==> src/circ_regs.svh <==
// Register offsets, field positions and reset values of the circular addressing block
`ifndef CIRC_REGS_SVH
`define CIRC_REGS_SVH

`define CIRC_CTRL_OFFSET      12'h000
`define CIRC_X_START_OFFSET   12'h004
`define CIRC_X_END_OFFSET     12'h008
`define CIRC_Y_START_OFFSET   12'h00C
`define CIRC_Y_END_OFFSET     12'h010
`define CIRC_STATUS_OFFSET    12'h014

`define CIRC_X_SEL_LSB        0
`define CIRC_Y_SEL_LSB        4
`define CIRC_Y_EN_BIT         14
`define CIRC_X_EN_BIT         15
`define CIRC_SEL_OFF          4'hF

`define CIRC_CTRL_RESET       16'h00FF
`define CIRC_ADDR_RESET       16'h0000

`endif

==> src/circ_pkg.sv <==
// Types shared by the circular addressing block
`default_nettype none

package circ_pkg;

    typedef struct packed {
        logic        valid;
        logic [3:0]  reg_sel;
        logic [15:0] cur_addr;
        logic        decrement;
        logic [15:0] step;
    } agu_req_t;

    typedef struct packed {
        logic [15:0] next_addr;
        logic        wrapped;
    } agu_rsp_t;

    typedef enum logic [1:0] {
        SPACE_X_READ,
        SPACE_X_WRITE,
        SPACE_Y
    } space_t;

endpackage : circ_pkg

`default_nettype wire

==> src/circ_addr_ctrl.sv <==
// Circular buffer address control with AXI4-Lite register access
`timescale 1ns/1ps
`default_nettype none
`include "circ_regs.svh"

module circ_addr_ctrl (
    input  wire logic               aclk,
    input  wire logic               aresetn,
    input  wire logic [11:0]        s_axi_awaddr,
    input  wire logic               s_axi_awvalid,
    output logic                    s_axi_awready,
    input  wire logic [31:0]        s_axi_wdata,
    input  wire logic [3:0]         s_axi_wstrb,
    input  wire logic               s_axi_wvalid,
    output logic                    s_axi_wready,
    output logic [1:0]              s_axi_bresp,
    output logic                    s_axi_bvalid,
    input  wire logic               s_axi_bready,
    input  wire logic [11:0]        s_axi_araddr,
    input  wire logic               s_axi_arvalid,
    output logic                    s_axi_arready,
    output logic [31:0]             s_axi_rdata,
    output logic [1:0]              s_axi_rresp,
    output logic                    s_axi_rvalid,
    input  wire logic               s_axi_rready,
    input  wire circ_pkg::agu_req_t x_rd_req,
    output circ_pkg::agu_rsp_t      x_rd_rsp,
    input  wire circ_pkg::agu_req_t x_wr_req,
    output circ_pkg::agu_rsp_t      x_wr_rsp,
    input  wire circ_pkg::agu_req_t y_req,
    output circ_pkg::agu_rsp_t      y_rsp
);

    // ************************************************************
    // Register state
    // ************************************************************
    logic [15:0] ctrl_q;
    logic [15:0] ctrl_d;
    logic [15:0] bound_q [4];
    logic [15:0] bound_d [4];
    logic [2:0]  wrap_seen_q;
    logic [2:0]  wrap_seen_d;
    logic        x_active;
    logic        y_active;
    logic        x_rd_en;
    logic        x_wr_en;
    logic        y_en;

    // ************************************************************
    // Write channel
    // ************************************************************
    logic [11:0] aw_q;
    logic [11:0] aw_d;
    logic        aw_held_q;
    logic        aw_held_d;
    logic [31:0] w_q;
    logic [31:0] w_d;
    logic [3:0]  ws_q;
    logic [3:0]  ws_d;
    logic        w_held_q;
    logic        w_held_d;
    logic        bvalid_q;
    logic        bvalid_d;
    logic [1:0]  bresp_q;
    logic [1:0]  bresp_d;
    logic        do_write;
    logic        wr_hit;
    logic [15:0] wmask;
    logic [15:0] wval;

    assign s_axi_awready = !aw_held_q && !bvalid_q;
    assign s_axi_wready  = !w_held_q && !bvalid_q;
    assign s_axi_bvalid  = bvalid_q;
    assign s_axi_bresp   = bresp_q;

    always_comb
    begin
        aw_d      = aw_q;
        aw_held_d = aw_held_q;
        w_d       = w_q;
        ws_d      = ws_q;
        w_held_d  = w_held_q;
        bvalid_d  = bvalid_q;
        bresp_d   = bresp_q;
        if (s_axi_awvalid && s_axi_awready)
        begin
            aw_d      = s_axi_awaddr;
            aw_held_d = 1'b1;
        end
        if (s_axi_wvalid && s_axi_wready)
        begin
            w_d      = s_axi_wdata;
            ws_d     = s_axi_wstrb;
            w_held_d = 1'b1;
        end
        do_write = aw_held_q && w_held_q;
        wmask    = {{8{ws_q[1]}}, {8{ws_q[0]}}};
        wval     = w_q[15:0];
        wr_hit   = (aw_q[1:0] == 2'h0) && (aw_q <= `CIRC_STATUS_OFFSET);
        if (do_write)
        begin
            aw_held_d = 1'b0;
            w_held_d  = 1'b0;
            bvalid_d  = 1'b1;
            // Unmapped writes answer SLVERR and store nothing
            bresp_d   = wr_hit ? 2'h0 : 2'h2;
        end
        else if (bvalid_q && s_axi_bready)
        begin
            bvalid_d = 1'b0;
        end
    end

    // ************************************************************
    // Control and boundary registers
    // ************************************************************
    always_comb
    begin
        ctrl_d      = ctrl_q;
        bound_d     = bound_q;
        wrap_seen_d = wrap_seen_q;
        if (do_write)
        begin
            case (aw_q)
                `CIRC_CTRL_OFFSET:    ctrl_d = (ctrl_q & ~wmask) | (wval & wmask);
                `CIRC_X_START_OFFSET: bound_d[0] = (bound_q[0] & ~wmask) | (wval & wmask);
                `CIRC_X_END_OFFSET:   bound_d[1] = (bound_q[1] & ~wmask) | (wval & wmask);
                `CIRC_Y_START_OFFSET: bound_d[2] = (bound_q[2] & ~wmask) | (wval & wmask);
                `CIRC_Y_END_OFFSET:   bound_d[3] = (bound_q[3] & ~wmask) | (wval & wmask);
                // Write one to clear, a wrap in the same cycle wins
                `CIRC_STATUS_OFFSET:  wrap_seen_d = wrap_seen_q & ~(wval[2:0] & wmask[2:0]);
                default:              ctrl_d = ctrl_q;
            endcase
        end
        wrap_seen_d = wrap_seen_d | {y_rsp.wrapped, x_wr_rsp.wrapped, x_rd_rsp.wrapped};
    end

    always_ff @(posedge aclk)
    begin
        if (!aresetn)
        begin
            ctrl_q      <= `CIRC_CTRL_RESET;
            bound_q     <= '{default: `CIRC_ADDR_RESET};
            wrap_seen_q <= 3'h0;
            aw_q        <= 12'h000;
            aw_held_q   <= 1'b0;
            w_q         <= 32'h00000000;
            ws_q        <= 4'h0;
            w_held_q    <= 1'b0;
            bvalid_q    <= 1'b0;
            bresp_q     <= 2'h0;
        end
        else
        begin
            ctrl_q      <= ctrl_d;
            bound_q     <= bound_d;
            wrap_seen_q <= wrap_seen_d;
            aw_q        <= aw_d;
            aw_held_q   <= aw_held_d;
            w_q         <= w_d;
            ws_q        <= ws_d;
            w_held_q    <= w_held_d;
            bvalid_q    <= bvalid_d;
            bresp_q     <= bresp_d;
        end
    end

    // ************************************************************
    // Read channel
    // ************************************************************
    logic        rvalid_q;
    logic        rvalid_d;
    logic [31:0] rdata_q;
    logic [31:0] rdata_d;
    logic [1:0]  rresp_q;
    logic [1:0]  rresp_d;

    assign s_axi_arready = !rvalid_q;
    assign s_axi_rvalid  = rvalid_q;
    assign s_axi_rdata   = rdata_q;
    assign s_axi_rresp   = rresp_q;

    always_comb
    begin
        rvalid_d = rvalid_q;
        rdata_d  = rdata_q;
        rresp_d  = rresp_q;
        if (s_axi_arvalid && s_axi_arready)
        begin
            rvalid_d = 1'b1;
            rresp_d  = 2'h0;
            case (s_axi_araddr)
                `CIRC_CTRL_OFFSET:    rdata_d = {16'h0000, ctrl_q};
                `CIRC_X_START_OFFSET: rdata_d = {16'h0000, bound_q[0]};
                `CIRC_X_END_OFFSET:   rdata_d = {16'h0000, bound_q[1]};
                `CIRC_Y_START_OFFSET: rdata_d = {16'h0000, bound_q[2]};
                `CIRC_Y_END_OFFSET:   rdata_d = {16'h0000, bound_q[3]};
                `CIRC_STATUS_OFFSET:  rdata_d = {27'h0000000, y_active, x_active, wrap_seen_q};
                default:
                begin
                    rdata_d = 32'h00000000;
                    rresp_d = 2'h2;
                end
            endcase
        end
        else if (rvalid_q && s_axi_rready)
        begin
            rvalid_d = 1'b0;
        end
    end

    always_ff @(posedge aclk)
    begin
        if (!aresetn)
        begin
            rvalid_q <= 1'b0;
            rdata_q  <= 32'h00000000;
            rresp_q  <= 2'h0;
        end
        else
        begin
            rvalid_q <= rvalid_d;
            rdata_q  <= rdata_d;
            rresp_q  <= rresp_d;
        end
    end

    // ************************************************************
    // Mode decode and address generators
    // ************************************************************
    always_comb
    begin
        x_active = ctrl_q[`CIRC_X_EN_BIT] && (ctrl_q[`CIRC_X_SEL_LSB +: 4] != `CIRC_SEL_OFF);
        y_active = ctrl_q[`CIRC_Y_EN_BIT] && (ctrl_q[`CIRC_Y_SEL_LSB +: 4] != `CIRC_SEL_OFF);
        x_rd_en  = x_active && (x_rd_req.reg_sel == ctrl_q[`CIRC_X_SEL_LSB +: 4]);
        x_wr_en  = x_active && (x_wr_req.reg_sel == ctrl_q[`CIRC_X_SEL_LSB +: 4]);
        y_en     = y_active && (y_req.reg_sel == ctrl_q[`CIRC_Y_SEL_LSB +: 4]);
    end

    circ_wrap_unit #(.WORD_ONLY(1'b0)) x_rd_unit (
        .enable     (x_rd_en),
        .start_addr (bound_q[0]),
        .end_addr   (bound_q[1]),
        .req        (x_rd_req),
        .rsp        (x_rd_rsp)
    );

    circ_wrap_unit #(.WORD_ONLY(1'b0)) x_wr_unit (
        .enable     (x_wr_en),
        .start_addr (bound_q[0]),
        .end_addr   (bound_q[1]),
        .req        (x_wr_req),
        .rsp        (x_wr_rsp)
    );

    circ_wrap_unit #(.WORD_ONLY(1'b1)) y_unit (
        .enable     (y_en),
        .start_addr (bound_q[2]),
        .end_addr   (bound_q[3]),
        .req        (y_req),
        .rsp        (y_rsp)
    );

    // ************************************************************
    // Checks
    // ************************************************************
    AST_X_OFF_NO_WRAP: assert property (@(posedge aclk) disable iff (!aresetn)
        (ctrl_q[3:0] == 4'hF) |-> !x_rd_rsp.wrapped && !x_wr_rsp.wrapped)
        else $error("X wrapped while select is 15");
    AST_Y_OFF_NO_WRAP: assert property (@(posedge aclk) disable iff (!aresetn)
        (ctrl_q[7:4] == 4'hF) |-> !y_rsp.wrapped)
        else $error("Y wrapped while select is 15");
    AST_X_EN_BIT: assert property (@(posedge aclk) disable iff (!aresetn)
        !ctrl_q[15] |-> !x_rd_rsp.wrapped && !x_wr_rsp.wrapped)
        else $error("X wrapped with enable clear");
    AST_Y_EN_BIT: assert property (@(posedge aclk) disable iff (!aresetn)
        !ctrl_q[14] |-> !y_rsp.wrapped)
        else $error("Y wrapped with enable clear");
    AST_UP_WRAP: assert property (@(posedge aclk) disable iff (!aresetn)
        x_rd_rsp.wrapped && !x_rd_req.decrement |-> x_rd_rsp.next_addr == bound_q[0])
        else $error("Up wrap did not load start");
    AST_DOWN_WRAP: assert property (@(posedge aclk) disable iff (!aresetn)
        x_wr_rsp.wrapped && x_wr_req.decrement |-> x_wr_rsp.next_addr == bound_q[1])
        else $error("Down wrap did not load end");
    AST_Y_EVEN: assert property (@(posedge aclk) disable iff (!aresetn)
        y_req.valid |-> !y_rsp.next_addr[0])
        else $error("Y address has low bit set");
    AST_BOUND_LOAD: assert property (@(posedge aclk) disable iff (!aresetn)
        do_write && aw_q == `CIRC_X_START_OFFSET && ws_q == 4'hF |=> bound_q[0] == $past(w_q[15:0]))
        else $error("X start not loaded");
    AST_STICKY: assert property (@(posedge aclk) disable iff (!aresetn)
        y_rsp.wrapped |=> wrap_seen_q[2])
        else $error("Y wrap not recorded");

endmodule : circ_addr_ctrl

`default_nettype wire

==> src/circ_wrap_unit.sv <==
// One modulo address generator: boundary compare and wrap
`timescale 1ns/1ps
`default_nettype none

module circ_wrap_unit #(
    parameter bit WORD_ONLY = 1'b0
) (
    input  wire logic               enable,
    input  wire logic [15:0]        start_addr,
    input  wire logic [15:0]        end_addr,
    input  wire circ_pkg::agu_req_t req,
    output circ_pkg::agu_rsp_t      rsp
);

    logic [16:0] raw_sum;
    logic [15:0] lin_addr;
    logic [15:0] lo_bound;
    logic [15:0] hi_bound;
    logic [15:0] cur_addr;
    logic        hit;

    always_comb
    begin
        cur_addr = WORD_ONLY ? {req.cur_addr[15:1], 1'b0} : req.cur_addr;
        lo_bound = WORD_ONLY ? {start_addr[15:1], 1'b0} : start_addr;
        hi_bound = WORD_ONLY ? {end_addr[15:1], 1'b0} : end_addr;
        if (req.decrement)
            raw_sum = {1'b0, cur_addr} - {1'b0, req.step};
        else
            raw_sum = {1'b0, cur_addr} + {1'b0, req.step};
        lin_addr = WORD_ONLY ? {raw_sum[15:1], 1'b0} : raw_sum[15:0];
        hit = enable && req.valid && (req.decrement
              ? (raw_sum[16] || lin_addr < lo_bound)
              : (raw_sum[16] || lin_addr > hi_bound));
        rsp.wrapped = hit;
        if (hit)
            rsp.next_addr = req.decrement ? hi_bound : lo_bound;
        else
            rsp.next_addr = lin_addr;
    end

endmodule : circ_wrap_unit

`default_nettype wire

==> config.mk <==
export PLATFORM = sky130hd
export DESIGN_NAME = circ_addr_ctrl
export DESIGN_NICKNAME = d
export VERILOG_FILES = /design/src/circ_pkg.sv /design/src/circ_addr_ctrl.sv /design/src/circ_wrap_unit.sv
export VERILOG_INCLUDE_DIRS = /design/src
export SDC_FILE = /design/constraint.sdc
export NUM_CORES = 1
export LEC_CHECK = 0
export BUFFER_PORTS_ARGS = -buffer_cell sky130_fd_sc_hd__buf_2
export CORE_MARGIN = 2
export CORE_UTILIZATION = 35
export CTS_CLUSTER_DIAMETER = 50
export DETAILED_ROUTE_END_ITERATION = 8
export HOLD_SLACK_MARGIN = 0.15
export REMOVE_ABC_BUFFERS = 1
export SETUP_SLACK_MARGIN = 0.02
export SLEW_MARGIN = 25
export SYNTH_ARGS = -nofsm -noshare
export SYNTH_HDL_FRONTEND = slang
export SYNTH_SLANG_ARGS = --single-unit
==> constraint.sdc <==
create_clock -name aclk -period 7.22 [get_ports aclk]
set_input_delay 1.444 -clock aclk [delete_from_list [all_inputs] [get_ports aclk]]
set_output_delay 1.444 -clock aclk [all_outputs]
set_load 0.03 [all_outputs]
==> impl_metrics.yaml, run 1 <==
synth:
  netlist_instances: 1588
  syn_area_um2: 12960
  yosys.area.top_type: "dfxtp_1"
  syn_area_per_cell_um2: 8.164
  synthArstFlopShare_pct: 0
  ys_ff_latch: 135
  synth.area.top_cells: "dfxtp_1, ha_1, mux2i_1, nand2_1, nor2b_1"
  synth-edff-count: 0
  ys_warn_count: 0
  synthDistinctLibCells: 82
  yosysTopAreaCellShare_pct: 20.85
  synthFlopType: "dfxtp_1"
  ys_seq_area_share_pct: 20.85
grt:
  antenna_found_initial: 2
  grt_pass1_vias: 12480
  grt_usage_pct: 21.29
  grt_max_degree: 135
  grt-ovfl-total: 0
  grt_first_pass_wirelength_mm: 65.40
timing:
  setup_viol: 34
  max_slew.worst_pin.slew_ns: 0.8614
  relSlewSlack_pct: 42.36
  slew_violations: 0
  rsz0062_at_grt: "true"
  hold_viol_final: 0
  min_period_ns: 7.629
  setup_slack_ns: -0.4089
  final.setup_skew_ns: 0.003424
  fin_crit_sh_pct: 105.7
  tns_ns: -7.654
  fmax_mhz: 131.1
critical_path:
  arrival_ns: 6.18
  required_ns: 5.78
  r2r_cells: 12
  worstReg2RegEnd: "wrap_seen_q[0]"
  crit_path_end_kind: "primary output"
  cp-start-kind: "input port"
  r2r_slack_ns: 4.37
  critPathMaxFanout: 14
  path_class: "input port to primary output"
  critPathLaunch: "x_rd_req[4]"
  crit_end: "x_rd_rsp[11]"
power:
  power.switching_w: 0.001245
  power.density_nw_per_um2: 192.9
  p_sw_share_pct: 36.92
  ir_drop_mv: 0.1323
  leakage_nw: 7.464
  p_comb_share_pct: 50.7
  pwr-share-clk_pct: 26.1
  power_frac_seq_pct: 23.2
  p_int_w: 0.002127
layout:
  fin_area_um2: 17490
  drive_gt1_share_pct: 31.73
  n_fill_cell: 3535
  nNetsFinal: 2319
  syn_to_final_growth_pct: 34.89
  fin_util_pct: 47.88
placement:
  placed_cell_area_um2: 15730
  place_congestion: 0.9220
  io_buffers: 234
  hpwl_mm: 33.92
clock_network:
  cts.sinks: 135
  clk_pin_slew_ns: 0.06
  ctsHoldBuffers: 0
  cts_tree: "done"
  root_buffer: "clkbuf_16"
  cts_made_buffers: 17
  cts_max_level: 4
  cts.path.max_buffers: 2
  clock_latency_ns: 0.41
detailed_routing:
  wl_per_cell_um: 17.18
  first_pass_iters: 5
  drtIter0Drc: 702
  wirelength_mm: 42.33
  vias_per_cell: 5.129
  num_vias: 12640
  antenna_left: 0
  drc: 0
outcome:
  violations: "setup timing"
  status: "complete, but fails checks"
floorplan:
  die-width_um: 196.5
  start_util_pct: 35.50
  io_pins: 273
  dieHeight_um: 196.5
  die-area_um2: 38590
  rows: 70
  core-area_um2: 36520
job:
  maxCapViolCount: 0
hold_path:
  hold_class: "flop to flop"
## power groups by stage
stage	sequential, W	combinational (W)	clock [W]
global route	0.000785	0.00186	0.000924
floorplan	0.000797	0.000880	0
global placement	0.000798	0.00144	0
CTS	0.000783	0.00163	0.000890
detailed placement	0.000799	0.00146	0
finish	0.000783	0.00171	0.000880
## synth_stat cells, drive strengths merged (10+ instances only)
cell type,instances
a31oi,18
nor2,82
nor2b,91
nand4,18
a211oi,11
ha,155
nand2,167
nor3,35
a22o,11
a21boi,40
clkbuf,42
a22oi,10
xor2,21
a21oi,103
inv,123
nand3,18
and2,12
mux4,11
dfxtp,135
o21ai,94
mux2i,91
buf,41
xnor2,56
mux2,45
a21o,12
nor4,19
nand2b,12
o21a,13
## critical path, cell delays in order
cell and delay (ns):
buf_6 0.10, nor3_4 0.20, nand2b_1 0.10, or3_4 0.34, buf_6 0.13, nor2_2 0.06
a21o_1 0.12, xor2_1 0.17, ha_2 0.31, o21ai_2 0.15, nand2b_1 0.11, buf_6 0.14
nand3_4 0.08, o31ai_4 0.07, buf_4 0.15, a311o_1 0.34, ha_1 0.32, nand4_1 0.11
buf_4 0.15, o2bb2ai_2 0.08, a2111oi_4 0.35, o21ai_1 0.12, a211oi_2 0.32, o21ai_4 0.10
buf_12 0.17, mux2_4 0.32, buf_6 0.14
## area by class of cell
class | count | area (µm²) | area share (%)
antenna | 4 | 10.01 | 0.05724
clock buffer | 23 | 478.0 | 2.733
clock inverter | 9 | 122.6 | 0.7012
inverter | 123 | 469.2 | 2.683
multi-input combinational | 1265 | 9971 | 57.02
sequential | 135 | 2703 | 15.46
tap | 468 | 585.6 | 3.349
timing repair buffer | 437 | 3148 | 18.00
## cells in the final DEF, fill, tap and decap left out, types with 8 or more instances in the layout
cell type / n
mux2_2: 26
nand4_1: 18
a21oi_2: 8
buf_2: 178
buf_4: 189
a22o_1: 11
o21a_1: 12
o211ai_1: 8
xor2_1: 21
a21o_1: 12
nor2_1: 73
nor2b_1: 88
mux2i_1: 88
mux2_4: 19
clkbuf_16: 17
and2_1: 11
nand3_1: 16
nor4_1: 10
inv_1: 118
xnor2_1: 50
a31oi_1: 15
conb_1: 19
dfxtp_1: 135
a22oi_1: 10
a21oi_1: 95
mux4_2: 11
nor3_1: 25
o21ai_1: 8
buf_6: 62
nand2b_1: 12
nand2_1: 163
o211a_1: 8
a21boi_0: 38
ha_1: 147
o21ai_0: 78
## kinds of logic (layout without fill, tap and decap cells)
family / count (synthesis) / after routing / synth area share [%]
buf+inv: 206 / 592 / 7.065
xor+xnor: 77 / 77 / 5.202
fa+ha+maj: 159 / 159 / 15.58
other cells: 1 / 23 / 0.02893
mux: 147 / 147 / 13.22
flops: 135 / 135 / 20.85
simple gates: 480 / 480 / 18.96
compound gates: 383 / 383 / 19.10
## per-layer routing
metal / vias to the layer above / global-route usage, % / wire (µm)
met5: - / 0 / 16
met3: 40 / 3.149 / 2114
li1: 6386 / - / -
met2: 294 / 37.34 / 20160
met1: 5917 / 27.57 / 19390
met4: 2 / 4.798 / 652
## worst min-delay path by stage
stage	end	cells past startpoint	slack, ns	start
final	aw_q[1]	2	0.47	aw_q[1]
after global routing	aw_q[1]	2	0.49	aw_q[1]
after CTS	aw_q[1]	2	0.47	aw_q[1]
after detailed placement	aw_q[1]	2	0.46	aw_q[1]
after global placement	aw_q[8]	2	0.46	aw_q[8]
after floorplan	aw_q[10]	2	0.44	aw_q[10]
## per-stage QoR
step / hold slack, ns / power (W) / cells / worst slack, ns
2_1_floorplan: 0.4427 / 0.001677 / 1523 / -0.4785
3_3_place_gp: 0.4579 / 0.002234 / 2405 / -0.7510
3_5_place_dp: 0.4626 / 0.002261 / 2405 / -0.8590
4_1_cts: 0.4704 / 0.003298 / 2450 / -0.3102
5_1_grt: 0.4937 / 0.003566 / 2460 / -0.5949
6_report: 0.4657 / 0.003373 / 2464 / -0.4089
## timing repair
action | CTS | global route
setup buffers | 13 | 12
resized for setup | 168 | 100
pin swaps | 42 | 43
hold endpoints to repair | 0 | 0
setup endpoints to repair | 50 | 50
gates cloned | 1 | 0
(Power assumes the default switching activity.)
==> run 2: changes to the inputs <==
Settings changed: TNS_END_PERCENT from default to 50.
==> impl_metrics.yaml, run 2 (same netlist as run 1, synthesis figures left out) <==
outcome:
  status: "complete, but fails checks"
  violations: "setup timing"
critical_path:
  path_common_cell: "buf_6"
  critPathMaxFanout: 14
  crit_buf_inv: 7
  cp-start-kind: "input port"
  cp_top_family: "compound AO/OA/AOI/OAI gates"
  slowest_stage: "or3_4"
  critPathLaunch: "x_rd_req[4]"
  cp_slowest_stage_delay_ns: 0.34
  crit_path_end_kind: "primary output"
  required_ns: 5.78
  path_class: "input port to primary output"
  arrival_ns: 6.17
placement:
  place_congestion: 0.9220
  io_buffers: 234
  hpwl_mm: 33.92
  placed_cell_area_um2: 15730
floorplan:
  core-area_um2: 36520
  rows: 70
  die-width_um: 196.5
  die-area_um2: 38590
  dieHeight_um: 196.5
  start_util_pct: 35.50
  io_pins: 273
clock_network:
  clock_latency_ns: 0.41
  ctsHoldBuffers: 0
  clk_pin_slew_ns: 0.05
  root_buffer: "clkbuf_16"
  cts.sinks: 135
  cts_tree: "done"
  cts_made_buffers: 17
  cts_max_level: 4
  cts.path.max_buffers: 2
timing:
  slew_violations: 0
  setup_viol: 39
  min_period_ns: 7.609
  fmax_mhz: 131.4
  hold_ws_ns: 0.4656
  setup_slack_ns: -0.3892
  hold_viol_final: 0
  final.setup_skew_ns: 0.005138
  relSlewSlack_pct: 42.55
  rsz0062_at_grt: "true"
  fin_crit_sh_pct: 105.4
  max_slew.worst_pin.slew_ns: 0.8585
power:
  p_int_w: 0.002106
  ir_drop_mv: 0.1313
  power_frac_seq_pct: 23.4
  leakage_nw: 7.421
  pwr-share-clk_pct: 26.3
  p_sw_share_pct: 37.06
  power.switching_w: 0.001240
  p_comb_share_pct: 50.3
  power.density_nw_per_um2: 192.8
detailed_routing:
  wirelength_mm: 42.30
  wl_per_cell_um: 17.23
  drtIter0Drc: 714
  first_pass_iters: 5
  drc: 0
  vias_per_cell: 5.155
  antenna_left: 0
  num_vias: 12660
layout:
  drive_gt1_share_pct: 31.32
  syn_to_final_growth_pct: 33.83
  layout_commonest_cell: "buf_2"
  final_cell_mix: "buf_2, buf_4, nand2_1"
  nNetsFinal: 2313
  fin_area_um2: 17350
  n_fill_cell: 3538
grt:
  grt_pass1_vias: 12490
  grt_max_degree: 135
  antenna_found_initial: 2
  grt-ovfl-total: 0
  grt_first_pass_wirelength_mm: 65.43
  grt_usage_pct: 21.32
hold_path:
  hold_class: "flop to flop"
  hold_start: "aw_q[1]"
job:
  maxCapViolCount: 0
-- run 2: metrics by stage --
step           cells  setup TNS [ns]  setup slack [ns]  total power [W]  utilization [%]
3_5_place_dp    2405          -23.76           -0.8590         0.002261            43.08
4_1_cts         2445          -9.999           -0.3102         0.003286            46.46
5_1_grt         2454          -17.55           -0.5962         0.003536            47.50
3_3_place_gp    2405          -22.18           -0.7510         0.002234            43.05
6_report        2455          -9.251           -0.3892         0.003345            47.50
2_1_floorplan   1523          -6.300           -0.4785         0.001677                -
-- run 2: path summary, 6_finish.rpt --
check / cells past startpoint / endpoint / slack [ns]
max: 27 / x_rd_rsp[11] / -0.39
min: 2 / aw_q[1] / 0.47
max reg2reg: 13 / wrap_seen_q[0] / 4.37
min reg2reg: 2 / aw_q[1] / 0.47
-- run 2: repair_timing --
action                                  in CTS  in global routing
resized for setup                          146                 83
cloned                                       1                  0
pin swaps                                   34                 47
buffers inserted                             8                  9
endpoints found under the setup margin      50                 50
-- run 2: tightest hold or removal path, delay by kind of cell, from the launching register on --
kind / cells / cell delay (ns)
AOI/OAI and AO/OA: 1 / 0.06
DFF: 1 / 0.30
and+or+nand+nor: 1 / 0.05
-- run 2: power by group through the flow --
| stage | clock (W) | sequential, W | combinational (W) |
|---|---|---|---|
| 6_report | 0.000880 | 0.000783 | 0.00168 |
| 5_1_grt | 0.000924 | 0.000785 | 0.00183 |
| 4_1_cts | 0.000890 | 0.000783 | 0.00161 |
| 3_5_place_dp | 0 | 0.000799 | 0.00146 |
| 3_3_place_gp | 0 | 0.000798 | 0.00144 |
| 2_1_floorplan | 0 | 0.000797 | 0.000880 |
-- run 2: area by class of cell --
class | count | area [µm²] | area share, %
antenna | 1 | 2.502 | 0.01442
clock buffer | 23 | 478.0 | 2.755
clock inverter | 9 | 122.6 | 0.7068
inverter | 123 | 469.2 | 2.704
multi-input combinational | 1265 | 9943 | 57.31
sequential | 135 | 2703 | 15.58
tap | 468 | 585.6 | 3.375
timing repair buffer | 431 | 3045 | 17.55
-- run 2: layer usage --
layer | share of wire, % | GRT usage [%]
met1 | 45 | 27.56
met2 | 48 | 37.26
met3 | 5.1 | 3.285
met4 | 1.4 | 4.966
met5 | 0.038 | 0
==> run 3: changes to the inputs <==
Settings changed: CELL_PAD_IN_SITES_DETAIL_PLACEMENT from default to 0, CELL_PAD_IN_SITES_GLOBAL_PLACEMENT from default to 2, CORE_UTILIZATION 35 to 30, PLACE_DENSITY_LB_ADDON from default to 0.1.
Clock period 7.22 ns to 6.69 ns, I/O delays scaled along.
==> impl_metrics.yaml, run 3 (same netlist as run 1, synthesis figures left out) <==
grt:
  grt_pass1_vias: 12650
  grt_first_pass_wirelength_mm: 70.67
  grt-ovfl-total: 0
  grt_max_degree: 77
  grt_usage_pct: 20.57
  antenna_found_initial: 2
layout:
  antennaDiodeCount: 0
  fin_area_um2: 18260
  layout_commonest_cell: "buf_4"
  area.sequential_um2: 2703
  drive_gt1_share_pct: 34.63
  multiInputGateArea_um2: 9958
  nNetsFinal: 2409
  final_cell_mix: "buf_4, buf_2, nand2_1"
  n_fill_cell: 4462
  syn_to_final_growth_pct: 40.84
  fin_util_pct: 42.57
floorplan:
  start_util_pct: 30.23
  core-area_um2: 42890
  die-width_um: 211.9
  dieHeight_um: 211.9
  die-area_um2: 44890
  io_pins: 273
  rows: 76
detailed_routing:
  drc: 0
  wl_per_cell_um: 17.41
  antenna_left: 0
  top_layer_used: "met5"
  met2_length_mm: 23.20
  drtIter0Drc: 458
  num_vias: 12770
  vias_per_cell: 4.789
  met1Wirelength_mm: 20.86
  wirelength_mm: 46.43
  wl_met3_mm: 1.403
  first_pass_iters: 5
timing:
  final.setup_skew_ns: 0.01364
  setup_viol: 49
  max_slew.worst_pin.slew_ns: 0.8702
  tns_ns: -19.62
  fmax_mhz: 137.1
  slew_violations: 0
  relSlewSlack_pct: 41.98
  hold_viol_final: 0
  min_period_ns: 7.294
  rsz0062_at_grt: "true"
  fin_crit_sh_pct: 109.0
  setup_slack_ns: -0.6042
power:
  total_power_w: 0.003853
  power.switching_w: 0.001388
  power.density_nw_per_um2: 211.0
  ir_drop_mv: 0.1433
  pwr-share-clk_pct: 27.8
  p_int_w: 0.002465
  p_comb_share_pct: 50.3
  p_sw_share_pct: 36.03
  leakage_nw: 7.967
  power_frac_seq_pct: 21.9
clock_network:
  cts_tree: "done"
  cts_made_buffers: 17
  cts.sinks: 135
  cts.path.max_buffers: 2
  cts_max_level: 4
  root_buffer: "clkbuf_16"
  clk_pin_slew_ns: 0.06
  ctsHoldBuffers: 0
  clock_latency_ns: 0.43
critical_path:
  cp-start-kind: "input port"
  required_ns: 5.35
  arrival_ns: 5.96
  path_class: "input port to primary output"
  critPathMaxFanout: 6
  crit_path_end_kind: "primary output"
hold_path:
  hold_class: "flop to flop"
placement:
  placed_cell_area_um2: 16450
  place_congestion: 0.8356
  io_buffers: 234
  hpwl_mm: 38.01
job:
  maxCapViolCount: 0
outcome:
  violations: "setup timing"
  status: "complete, but fails checks"
[run 3: cell type report]
cell class                 instances  area share (%)
clock buffer                      22           2.652
clock inverter                    10           1.042
inverter                         123           2.542
multi-input combinational       1265           54.54
sequential                       135           14.80
tap                              585           4.009
timing repair buffer             527           20.41
[run 3: worst paths after layout]
kind | slack (ns) | cells past startpoint | from | end
min | 0.47 | 2 | ws_q[1] | ws_q[1]
max reg2reg | 3.80 | 11 | flop | wrap_seen_q[0]
min reg2reg | 0.47 | 2 | ws_q[1] | ws_q[1]
max | -0.60 | 27 | x_rd_req[3] | x_rd_rsp[11]
[run 3: metrics by stage]
stage	hold WS, ns	cells	setup slack [ns]
floorplan	0.4427	1523	-0.7965
global route	0.4843	2667	-0.9119
detailed placement	0.4578	2599	-1.039
global placement	0.4578	2599	-0.9504
finish	0.4678	2667	-0.6042
CTS	0.4669	2647	-0.7241
[run 3: timing repair]
action,CTS,global route
setup buffers,15,23
cloned,3,0
setup endpoints to repair,50,50
pin swaps,40,62
gates resized for setup,141,100
[run 3: power groups by stage]
stage               sequential, W  combinational [W]  clock [W]
detailed placement       0.000863            0.00169          0
finish                   0.000845            0.00194    0.00107
global placement         0.000862            0.00167          0
CTS                      0.000845            0.00184    0.00110
global route             0.000848            0.00212    0.00112
floorplan                0.000861           0.000949          0
[run 3: worst max-delay path, cell delays in order]
cell,delay [ns]
buf_8,0.10
nor3_4,0.19
nand2b_1,0.11
or3_4,0.35
buf_6,0.13
nor2_4,0.06
a21o_1,0.12
xor2_1,0.15
ha_2,0.29
o21ai_1,0.13
nand2b_1,0.10
buf_6,0.14
nand3_4,0.08
o31ai_4,0.06
buf_4,0.15
a311o_1,0.28
ha_1,0.30
nand4_1,0.14
buf_4,0.17
nor4_4,0.30
a2111oi_2,0.13
o21ai_2,0.18
a211oi_2,0.07
o21ai_4,0.25
buf_6,0.19
mux2_4,0.31
buf_6,0.14
[run 3: routing by layer]
metal	track usage, %	up-vias
met5	0	-
met4	4.735	2
met3	2.388	39
met2	37.52	246
met1	25.74	5932
li1	-	6553
